<file path="config.mk">
export PLATFORM = sky130hd
export DESIGN_NAME = sbrg_top
export DESIGN_NICKNAME = d
export VERILOG_FILES = /design/src/sbrg_pkg.sv /design/src/sbrg_top.sv
export SDC_FILE = /design/constraint.sdc
export NUM_CORES = 1
export LEC_CHECK = 0
export CAP_MARGIN = 40
export CORE_MARGIN = 4
export CORE_UTILIZATION = 55
export CTS_CLUSTER_DIAMETER = 60
export DETAILED_ROUTE_END_ITERATION = 6
export DONT_BUFFER_PORTS = 1
export PLACE_DENSITY = 0.78
export SYNTH_ARGS = -nofsm -noshare
export SYNTH_HDL_FRONTEND = slang
export SYNTH_SLANG_ARGS = --single-unit
</file>
<file path="constraint.sdc">
create_clock -name i_clock -period 5 [get_ports i_clock]
set_input_delay 0.25 -clock i_clock [delete_from_list [all_inputs] [get_ports i_clock]]
set_output_delay 0.25 -clock i_clock [all_outputs]
set_load 0.02 [all_outputs]
</file>
<file path="src/sbrg_pkg.sv">
// Constants, register map and field layout for the serial bit-rate generator.
// Assumes a single 100 MHz core clock and a plain strobe register port.
// Overview of operation
// - Divider counts core clock cycles only
// - Three samples per bit, majority vote
// - Async 8-bit low speed: 64*(n+1)
// - Async 16-bit low speed: 16*(n+1)
// - Sync master: 4*(n+1), speed ignored
// - 16-bit divisor is high byte concatenated low
// - Divisor held in two byte registers
// - Rate control bit 2 reads zero
// - Divisor write restarts divider at once
// - Reset selects 8-bit, high byte ignored
package sbrg_pkg;
   localparam int ADDR_W = 3;
   localparam logic [ADDR_W-1:0] ADDR_TX_CTRL = 3'h0;
   localparam logic [ADDR_W-1:0] ADDR_RX_CTRL = 3'h1;
   localparam logic [ADDR_W-1:0] ADDR_RATE_CTRL = 3'h2;
   localparam logic [ADDR_W-1:0] ADDR_DIV_HIGH = 3'h3;
   localparam logic [ADDR_W-1:0] ADDR_DIV_LOW = 3'h4;
   localparam logic [ADDR_W-1:0] ADDR_STATUS = 3'h5;
   // Field positions
   localparam int TX_SYNC_BIT = 4;
   localparam int TX_HIGH_SPEED_BIT = 2;
   localparam int TX_CLOCK_MASTER_BIT = 7;
   localparam int RX_PORT_ENABLE_BIT = 7;
   localparam int RATE_WIDE_BIT = 3;
   localparam int RATE_POL_BIT = 5;
   // Writable masks and reset values
   localparam logic [7:0] TX_CTRL_RESET = 8'h00;
   localparam logic [7:0] RX_CTRL_RESET = 8'h00;
   localparam logic [7:0] RATE_CTRL_RESET = 8'h00;
   localparam logic [7:0] RATE_CTRL_MASK = 8'h3B;
   localparam logic [7:0] DIV_RESET = 8'h00;
   // Prescale terminal counts (prescale minus one)
   localparam logic [5:0] PRE_64 = 6'h3F;
   localparam logic [5:0] PRE_16 = 6'h0F;
   localparam logic [5:0] PRE_4 = 6'h03;
   // Counter clear values and the vote count of the third sample
   localparam logic [5:0] ZERO6 = 6'h00;
   localparam logic [15:0] ZERO16 = 16'h0000;
   localparam logic [1:0] VOTE_CNT_LAST = 2'h2;

   typedef struct packed {
      logic [7:0] tx_ctrl;
      logic [7:0] rx_ctrl;
      logic [7:0] rate_ctrl;
      logic [7:0] div_high;
      logic [7:0] div_low;
      logic [5:0] pre_cnt;
      logic [15:0] div_cnt;
      logic [2:0] rx_pipe;
      logic [2:0] samples;
      logic [1:0] vote_cnt;
      logic rx_level;
      logic bit_tick;
      logic sample_tick;
      logic [7:0] rdata;
   } sbrg_state_t;
endpackage

</file>
<file path="src/sbrg_top.sv">
// Bit-rate divider and receive-line majority sampler with register port.
// Assumes inputs synchronous to i_clock; read data valid one cycle after strobe.
`timescale 1ns/1ps
module sbrg_top
   import sbrg_pkg::*;
(
   // Clock and reset
   input wire logic i_clock,
   input wire logic i_rst_b,
   // Register port
   input wire logic [ADDR_W-1:0] i_addr,
   input wire logic [7:0] i_wdata,
   input wire logic i_wr,
   input wire logic i_rd,
   output logic [7:0] o_rdata,
   // Serial line
   input wire logic i_receive_line,
   output logic o_bit_tick,
   output logic o_sample_tick,
   output logic o_rx_level
);
   sbrg_state_t s_reg;
   sbrg_state_t s_next;

   function automatic logic majority(input logic [2:0] v);
      majority = (v[0] & v[1]) | (v[0] & v[2]) | (v[1] & v[2]);
   endfunction

   logic wide;
   logic fast;
   logic sync_mode;
   logic [15:0] divisor;
   logic [5:0] prescale;
   logic pre_wrap;
   logic div_wrap;
   logic div_write;
   logic rx_sample;

   always_comb begin
      wide = s_reg.rate_ctrl[RATE_WIDE_BIT];
      fast = s_reg.tx_ctrl[TX_HIGH_SPEED_BIT];
      sync_mode = s_reg.tx_ctrl[TX_SYNC_BIT];
      divisor = wide ? {s_reg.div_high, s_reg.div_low} : {8'h00, s_reg.div_low};
      if (sync_mode) begin
         prescale = PRE_4;
      end else if (!wide && !fast) begin
         prescale = PRE_64;
      end else if (!wide || !fast) begin
         prescale = PRE_16;
      end else begin
         prescale = PRE_4;
      end
      div_write = i_wr && (i_addr == ADDR_DIV_HIGH || i_addr == ADDR_DIV_LOW);
      pre_wrap = s_reg.pre_cnt >= prescale;
      div_wrap = pre_wrap && (s_reg.div_cnt >= divisor);
      // Resampled line with polarity applied
      rx_sample = s_reg.rx_pipe[2] ^ s_reg.rate_ctrl[RATE_POL_BIT];
   end

   always_comb begin
      s_next = s_reg;
      s_next.bit_tick = 1'b0;
      s_next.sample_tick = 1'b0;
      if (i_wr) begin
         if (i_addr == ADDR_TX_CTRL) begin
            s_next.tx_ctrl = i_wdata;
         end else if (i_addr == ADDR_RX_CTRL) begin
            s_next.rx_ctrl = i_wdata;
         end else if (i_addr == ADDR_RATE_CTRL) begin
            s_next.rate_ctrl = i_wdata & RATE_CTRL_MASK;
         end else if (i_addr == ADDR_DIV_HIGH) begin
            s_next.div_high = i_wdata;
         end else if (i_addr == ADDR_DIV_LOW) begin
            s_next.div_low = i_wdata;
         end
      end
      if (i_rd) begin
         if (i_addr == ADDR_TX_CTRL) begin
            s_next.rdata = s_reg.tx_ctrl;
         end else if (i_addr == ADDR_RX_CTRL) begin
            s_next.rdata = s_reg.rx_ctrl;
         end else if (i_addr == ADDR_RATE_CTRL) begin
            s_next.rdata = s_reg.rate_ctrl;
         end else if (i_addr == ADDR_DIV_HIGH) begin
            s_next.rdata = s_reg.div_high;
         end else if (i_addr == ADDR_DIV_LOW) begin
            s_next.rdata = s_reg.div_low;
         end else if (i_addr == ADDR_STATUS) begin
            s_next.rdata = {5'h00, s_reg.rx_pipe[2], s_reg.samples[0], s_reg.rx_level};
         end else begin
            s_next.rdata = 8'h00;
         end
      end else begin
         s_next.rdata = 8'h00;
      end
      // Receive line pipeline, polarity applied after the resampling stage
      s_next.rx_pipe = {s_reg.rx_pipe[1:0], i_receive_line};
      if (div_write || !s_reg.rx_ctrl[RX_PORT_ENABLE_BIT]) begin
         s_next.pre_cnt = ZERO6;
         s_next.div_cnt = ZERO16;
         s_next.vote_cnt = 2'h0;
      end else begin
         if (s_reg.div_cnt == ZERO16 && s_reg.vote_cnt <= VOTE_CNT_LAST) begin
            s_next.samples = {s_reg.samples[1:0], rx_sample};
            s_next.sample_tick = 1'b1;
            s_next.vote_cnt = s_reg.vote_cnt + 2'h1;
            if (s_reg.vote_cnt == VOTE_CNT_LAST) begin
               s_next.rx_level = majority({s_reg.samples[1:0], rx_sample});
            end
         end
         if (pre_wrap) begin
            s_next.pre_cnt = ZERO6;
            // Bit boundary re-arms the vote
            if (div_wrap) begin
               s_next.div_cnt = ZERO16;
               s_next.bit_tick = 1'b1;
               s_next.vote_cnt = 2'h0;
            end else begin
               s_next.div_cnt = s_reg.div_cnt + 16'h0001;
            end
         end else begin
            s_next.pre_cnt = s_reg.pre_cnt + 6'h01;
         end
      end
   end

   always_ff @(posedge i_clock) begin
      if (!i_rst_b) begin
         s_reg <= '0;
         s_reg.tx_ctrl <= TX_CTRL_RESET;
         s_reg.rx_ctrl <= RX_CTRL_RESET;
         s_reg.rate_ctrl <= RATE_CTRL_RESET;
         s_reg.div_high <= DIV_RESET;
         s_reg.div_low <= DIV_RESET;
         s_reg.rx_pipe <= 3'h7;
         s_reg.samples <= 3'h7;
         s_reg.rx_level <= 1'b1;
      end else begin
         s_reg <= s_next;
      end
   end

   assign o_rdata = s_reg.rdata;
   assign o_bit_tick = s_reg.bit_tick;
   assign o_sample_tick = s_reg.sample_tick;
   assign o_rx_level = s_reg.rx_level;
endmodule
</file>
; ---- Yosys cells after proc, flatten, opt, wreduce, memory -nomap -nowiden
; Index checks and enable logic that the tools add are counted.
[classes]
mul = 0
div_mod_pow = 0
bitwise = 13
shift = 0
n_addsub = 3
eq_ne = 6
muxes = 17
reduce_logical = 23
order_cmp = 3
[op_table]
columns = cell, count
row1 = $mux 8, 5
row2 = $mux 16, 2
row3 = $add 16x1->16 const B, 1
row4 = $ge 16x16->1, 1
row5 = $logic_not 16->1, 1
row6 = $mux 6, 2
row7 = $not 1->1, 7
row8 = $add 6x1->6 const B, 1
row9 = $eq 3x2->1 const B, 2
row10 = $eq 3x3->1 const B, 2
row11 = $ge 6x6->1, 1
row12 = $mux 3, 2
row13 = $reduce_and 2->1, 3
row14 = $reduce_and 3->1, 2
row15 = $reduce_and 6->1, 1
row16 = $reduce_or 3->1, 2
row17 = $reduce_and 5->1, 1
row18 = $logic_and 1x1->1, 4
row19 = $mux 2, 2
row20 = $mux 4, 1
row21 = $reduce_and 4->1, 1
row22 = $and 1x1->1, 3
row23 = $eq 3x1->1 const B, 1
row24 = $logic_not 1->1, 3
row25 = other kinds (9), 14
[word_totals]
in_bits = 16
regBits = 77
mem_bits_ro = 0
mem_bits_rw = 0
mem_count = 0
latch_bits = 0

; ---- Depth between registers and ports, before layout
; Gate-level depths: netlist of the first run.
[logic_depth]
depth_word = 9
ltp_mapped = 9
depth_no_buf = 7

; ---- Worst setup path before layout of the first run
; Ideal clock, no wire load.
[synth_path]
path_type = register -> register
startpoint = register s_reg[60] (netlist name)
endpoint = register s_reg[31] (netlist name)
arrival_ns = 2.196
setup_ns = 0.115
path_slack_ns = 2.689
path_stages_with_launch = 10
required_ns = 4.885
cell_sequence = dfxtp_1 -> clkbuf_1 -> or3_1 -> ha_1 -> o21ai_0 -> o21ai_0 -> clkbuf_1 -> nand4_1 -> xor2_1 -> nor2_2
[synth_via]
elab_chain_cells = 8
word_cells_on_any_way = 11
cone_classes = order compare: 2 / mux: 5 / reduce/logical: 4
[synth_lines]
columns = element, line
row1 = from (decl), sbrg_top.sv:22  ; sbrg_state_t s_reg;
row2 = from (signal assigned), sbrg_top.sv:139  ; s_reg <= s_next;
row3 = $logic_not 1->1, "sbrg_top.sv:46, sbrg_top.sv:48"
row4 = $logic_or 1x1->1, sbrg_top.sv:48  ; end else if (!wide || !fast) begin
row5 = $mux 4, sbrg_top.sv:48
row6 = $mux 6, sbrg_top.sv:46  ; end else if (!wide && !fast) begin
row7 = $mux 6, sbrg_top.sv:44  ; if (sync_mode) begin
row8 = $ge 6x6->1, sbrg_top.sv:54  ; pre_wrap = s_reg.pre_cnt >= prescale;
row9 = $logic_and 1x1->1, sbrg_top.sv:55  ; div_wrap = pre_wrap && (s_reg.div_cnt >= divisor);
row10 = $mux 16, sbrg_top.sv:114  ; if (div_wrap) begin
; Parallel ways exist; a longest one is shown, timed or not.
; A chain may end at the register's enable or synchronous reset.

; ---- Worst setup path after layout of the first run
[layout_path]
startpoint = register s_reg[60] (netlist name)
endpoint = register s_reg[25] (netlist name)
; Same word-level chain as after synthesis.

==> results of run 1 <==
-- cell families after synthesis --
group                      count (synthesis)
AOI/OAI and AO/OA                         80
xor gates and xnor gates                  21
and+or+nand+nor                          194
adders and majority gates                 26
muxes                                     12
DFF                                       77
buffers and inverters                     42
-- layer usage --
metal | routed length (um) | up-vias | part of all wire
li1 | - | 1530 | -
met1 | 3970 | 1511 | 0.44
met2 | 4110 | 132 | 0.46
met3 | 715 | 18 | 0.080
met4 | 161 | 0 | 0.018
met5 | 0 | - | 0
-- metrics by stage --
step                      cell area (um2)  setup slack, ns  hold WS (ns)
after floorplan                      3910             2.69         0.351
after global placement               3890             2.54         0.327
after detailed placement             3900             2.46         0.330
after CTS                            4150             2.44       0.00718
after global routing                 4150             2.20       0.00776
final                                4150             2.45        0.0159
-- how the worst min path moves through the flow --
stage / end / depth (start not counted) / slack, ns / startpoint
6_report: o_sample_tick / 1 / 0.02 / i_rst_b
5_1_grt: s_reg[61] / 1 / 0.008 / i_rst_b
4_1_cts: s_reg[61] / 1 / 0.007 / i_rst_b
3_5_place_dp: o_rx_level / 1 / 0.33 / i_rst_b
3_3_place_gp: s_reg[13] / 1 / 0.33 / i_rst_b
2_1_floorplan: s_next[17] / 1 / 0.35 / i_receive_line
-- worst max-delay path, stage by stage (launching register included) --
cell      delay [ns]
dfxtp_1         0.53
nand2_1         0.10
ha_1            0.31
nand4_1         0.18
nor4_1          0.46
a311oi_2        0.19
a21boi_4        0.54
nor2_1          0.11
-- report_power, final --
group | internal (W) | switching [W] | leakage [nW] | total, W
registers | 0.000622 | 0.00000856 | 0.623 | 0.000631
clock network | 0.000298 | 0.000247 | 0.110 | 0.000545
logic | 0.0000230 | 0.0000272 | 0.718 | 0.0000502
-- final cells by class --
cell class                 count  area share
clock buffer                  10      0.0332
clock inverter                 6      0.0223
inverter                      16      0.0145
multi-input combinational    333       0.522
sequential                    77       0.371
tap                           96      0.0289
timing repair buffer           4     0.00784
-- cell usage in the layout, fill, tap and decap left out, types with 3 or more instances in the layout --
master and instances:
nor3_1 8, mux2i_1 8, nor2_1 26, nand2b_1 6
nor2b_1 6, ha_1 25, and3_1 3, xor2_1 15
a21boi_0 34, o21ai_0 13, clkbuf_8 10, nand4_1 11
dfxtp_1 77, nand3_1 20, a211oi_1 6, nor2_2 10
inv_1 16, nor4_1 9, o22ai_1 3, nand2_1 85
xnor2_1 6, a21oi_1 12
==> flow_summary.ini, run 1 <==
[status]
status = complete, no violations

[power]
p_leak_nw = 1.45
power_w = 0.00123
p_per_area_nw_per_um2 = 295
ir_worst_vdd_v = 0.000189

[clock_tree]
hold_buffers = 2
cts.sinks = 77
cts-root-buf = clkbuf_8
postCtsSetupBuffers = 0
cts.path.max_buffers = 2
htree_levels = 3
cts_tree = done
ctsResizeCount = 0
clk_latency_ns = 0.36
clkTransAtPathRegs_ns = 0.08
cts_made_buffers = 9

[layout]
multi_input_area_um2 = 2170
area_growth_pct = 6.14
largest_reg_flops = 63
diodes = 0
nets = 482
fin_cells = 542
n_fill_cell = 608
drive_above_1_share = 0.0874
regArea_um2 = 1540
postLayoutCoreUtil = 0.608

[route]
drt_first_pass_iters = 5
vias = 3191
vias_per_cell = 5.89
wl_um = 8960
drt_iter0_drc = 296
routedWlPerCell_um = 16.5
route.detailed.drc = 0
final_antenna_net_count = 0

[yosys]
yosysMostFrequentCell = nand2_1
synth-xor-area-share = 0.0470
synthAdderAreaFrac = 0.0826
synth_top_area_frac = 0.394
synth_edf_count = 0
synth.distinct_cells = 47
synth-compound-area-share = 0.147
yosys.area_share.simple = 0.240
synth_mux_area_frac = 0.0378
synth_ff_type = dfxtp_1
synthArstFlopShare = 0
ys_warn_count = 0
ys_top_cells_by_count = nand2_1 (85), dfxtp_1 (77), a21boi_0 (34), nor2_1 (26), ha_1 (25)
synth_nets = 493
synth_seq_cells = 77
synth_top_family_by_area = simple AND/OR/NAND/NOR gates
synth_area_leaders = dfxtp_1 (39%), nand2_1 (8.2%), ha_1 (8.0%), a21boi_0 (6.5%), xor2_1 (3.4%)
yosys.area.top_type = dfxtp_1
yosysSeqAreaShare = 0.394
syn_avg_cell_area_um2 = 8.65
syn_inst = 452
synth_area_um2 = 3910

[timing]
fin_worst_skew_ns = 0.0126
period_minus_slack_ns = 2.55
rsz0062_at_grt = false
clock.fmax_mhz = 393
fin_crit_sh = 0.510
finalMaxSlewViolations = 0
hold_violations = 0
tightest_slew_ns = 0.850
finalSetupViolations = 0
slew_headroom = 0.429
fin_tns_setup_ns = 0

[floorplanning]
die_w_um = 92.3
std_cell_rows = 30
core-area_um2 = 6830
die-area_um2 = 8520
fp.dieH_um = 92.3
start_util = 0.572
io_pins = 27

[global_routing]
overflow = 0
busiest_layer = met2
met2_usage = 0.337
grt_pass1_vias = 3030
grtUsageTotal = 0.221
grt_max_degree = 42
antenna_found_initial = 0
grt_use_met1 = 0.297
grt_pass1_wl_um = 14800
met3_usage = 0.0569

[setup_path]
critical_path.startpoint = s_reg[60]
cp.arrival_ns = 2.77
reg2reg_setup_slack_ns = 2.45
cp.required_ns = 5.23
path_max_fanout = 18
crit_type = reg -> reg
timing.rr.start = s_reg[60]
worst_setup_path_end_kind = register
reg2reg_depth = 7
r2r_end = s_reg[25]
critical_path.endpoint = s_reg[25]
start_kind = register

[placement]
io_buffers = 0
place_congestion = 0.887
hpwl_um = 6390
dp.cells = 524

[run]
drv_cap = 0

[worst_hold_path]
hold_class = in -> reg
(Power assumes the default switching activity.)
==> inputs of run 2 (changes only) <==
- ABC_AREA: not set -> 1
- clock period: 5 -> 2.4 ns (I/O delays scaled with it)
==> run 2 against run 1 <==
Synthesized area shrank 0.61%. Die area shrank 0.55%. Maximum frequency grew 20%. First-iteration DRC count grew 4.1%. Sequential power grew 110%. Via count grew 8.2%. Final area grew 1.9%. Combinational power grew to 3.2 times the previous value. Clock power grew 79%. Synthesized cell count grew 17%. Core utilization grew 1.1 points. Cell count grew 17%. Critical endpoint is now s_reg[30]. Largest cell class unchanged. Largest power group unchanged.
==> flow_summary.ini, run 2 <==
[setup_path]
slowest_stage = o21ai_0
cp.required_ns = 2.68
cp.arrival_ns = 2.41
crit_type = reg -> reg
r2r_end = s_reg[30]
worstPathCellList = inv_1 -> o21ai_0 -> ha_1 -> nand2_1 -> inv_1 -> o21ai_0 -> nand3_1 -> buf_4 -> nand2_2 -> nand2_4 -> nor2_1
worst_setup_path_end_kind = register
reg2reg_depth = 11
path_max_fanout = 21
reg2reg_setup_slack_ns = 0.28
cpPeakStageDelay_ns = 0.37
start_kind = register
timing.rr.start = s_reg[60]
critical_path.startpoint = s_reg[60]

[power]
seqPwrFrac = 0.537
pwr-share-comb = 0.066
ir_worst_vdd_v = 0.000436
p_per_area_nw_per_um2 = 581
p_sw_w = 0.000613
p_sw_frac = 0.250
clkPwrFrac = 0.397
internal-power_w = 0.00184
p_leak_nw = 1.71

[floorplanning]
io_pins = 27
fp.dieH_um = 92.1
std_cell_rows = 30
die_w_um = 92.1
start_util = 0.569
core-area_um2 = 6830
die-area_um2 = 8480

[timing]
fin_tns_setup_ns = 0
worst_slack_ns = 0.278
period_minus_slack_ns = 2.12
slew_headroom = 0.352
clock.fmax_mhz = 471
hold_violations = 0
finalMaxSlewViolations = 0
rsz0062_at_grt = false
tightest_slew_ns = 0.969
fin_crit_sh = 0.884
finalSetupViolations = 0
fin_worst_skew_ns = 0.00975

[clock_tree]
hold_buffers = 12
clkTransAtPathRegs_ns = 0.08
cts_made_buffers = 9
cts-root-buf = clkbuf_8
cts.sinks = 77
htree_levels = 3
ctsResizeCount = 0
cts.path.max_buffers = 2
clk_latency_ns = 0.35
postCtsSetupBuffers = 0
cts_tree = done

[placement]
io_buffers = 0
place_congestion = 0.841
hpwl_um = 6440
place_ws_ns = 0.382

[yosys]
syn_avg_cell_area_um2 = 7.37
ys_warn_count = 0
syn_inst = 527
synth_ff_type = dfxtp_1
synth.distinct_cells = 32
synth_nets = 568
yosysSeqAreaShare = 0.397
synth_area_leaders = dfxtp_1 (40%), nand2_1 (8.1%), ha_1 (8.0%), nor2_1 (7.4%), a21oi_1 (5.9%)
synth_area_um2 = 3890
synth_seq_cells = 77
yosys.area.top_type = dfxtp_1
synth_top_area_frac = 0.397
synthArstFlopShare = 0
synth_edf_count = 0
yosysMostFrequentCell = nand2_1
ys_top_cells_by_count = nand2_1 (84), dfxtp_1 (77), nor2_1 (77), inv_1 (61), a21oi_1 (46)

[route]
wl_um = 9050
drt_first_pass_iters = 5
routedWlPerCell_um = 14.3
vias = 3453
final_antenna_net_count = 0
drt_iter0_drc = 308
vias_per_cell = 5.45
route.detailed.drc = 0

[layout]
area_growth_pct = 8.79
final_common_cell = nand2_1
final_cell_mix = nand2_1 (84), nor2_1 (77), dfxtp_1 (77)
nets = 573
diodes = 0
regArea_um2 = 1540
multi_input_area_um2 = 1980
largest_reg_flops = 63
drive_above_1_share = 0.0745
n_fill_cell = 625

[worst_hold_path]
holdPathStages = 2
hp-start = i_wdata[7]
hold_class = in -> reg
hold_end = s_reg[48]

[global_routing]
grtUsageTotal = 0.225
antenna_found_initial = 0
overflow = 0
grt_max_degree = 31
grt_pass1_vias = 3235
grt_pass1_wl_um = 15500

[status]
status = complete, no violations

[run]
drv_cap = 0
[run 2: changes by cell type after synthesis, moves of 8 or more]
cell      delta
mux2i_1      -8
inv_1       +45
o21ai_0     +26
nor2_1      +51
nand3_1     +21
nor4_1       -9
a21boi_0    -34
a21oi_1     +34
[run 2: cell families after synthesis]
| group | count (synthesis) | share of synthesized area |
|---|---|---|
| flops | 77 | 0.397 |
| xor+xnor | 13 | 0.0293 |
| simple gates | 229 | 0.269 |
| fa+ha+maj | 26 | 0.0831 |
| buf+inv | 85 | 0.0927 |
| compound gates | 97 | 0.130 |
[run 2: worst max-delay path: cells and delay by family, from the launching register on]
family                     cells  cell delay, ns
AOI/OAI and AO/OA              2            0.50
buffers and inverters          3            0.31
DFF                            1            0.33
adders and majority gates      1            0.32
and+or+nand+nor                5            0.60
[run 2: metal layers]
metal	track usage	wire length, um	vias up
met4	0.0804	170	0
met1	0.309	4000	1580
met3	0.0517	699	18
met5	0	0	-
li1	-	-	1714
met2	0.347	4180	141
[run 2: through the flow]
| step | hold slack, ns | cells | util | total power (W) | area [um2] |
|---|---|---|---|---|---|
| 4_1_cts | 0.0194 | 633 | 0.619 | 0.00247 | 4230 |
| 3_3_place_gp | 0.211 | 605 | 0.572 | 0.00147 | 3910 |
| 5_1_grt | 0.0299 | 633 | 0.619 | 0.00256 | 4230 |
| 2_1_floorplan | 0.227 | 527 | - | 0.00146 | 3890 |
| 6_report | 0.0196 | 633 | 0.619 | 0.00246 | 4230 |
| 3_5_place_dp | 0.213 | 605 | 0.572 | 0.00147 | 3910 |
[run 2: how the worst max path moves through the flow]
stage / to / cells past startpoint
floorplan: s_reg[26] / 12
global placement: s_reg[33] / 11
detailed placement: s_reg[33] / 11
CTS: s_reg[30] / 11
global route: s_reg[26] / 12
finish: s_reg[30] / 11
[run 2: power by group through the flow]
| stage | clock network, W | logic [W] | registers, W |
|---|---|---|---|
| finish | 0.000977 | 0.000163 | 0.00132 |
| global route | 0.00105 | 0.000182 | 0.00132 |
| CTS | 0.000996 | 0.000159 | 0.00132 |
| detailed placement | 0 | 0.000125 | 0.00135 |
| global placement | 0 | 0.000121 | 0.00135 |
| floorplan | 0 | 0.000113 | 0.00134 |
[run 2: cell type report]
cell class	count	share of cell area
multi-input cells	365	0.469
flip-flops and latches	77	0.365
inverters	64	0.0568
repair buffers	15	0.0337
clock buffers	10	0.0302
well taps	96	0.0284
clock inverters	6	0.0169
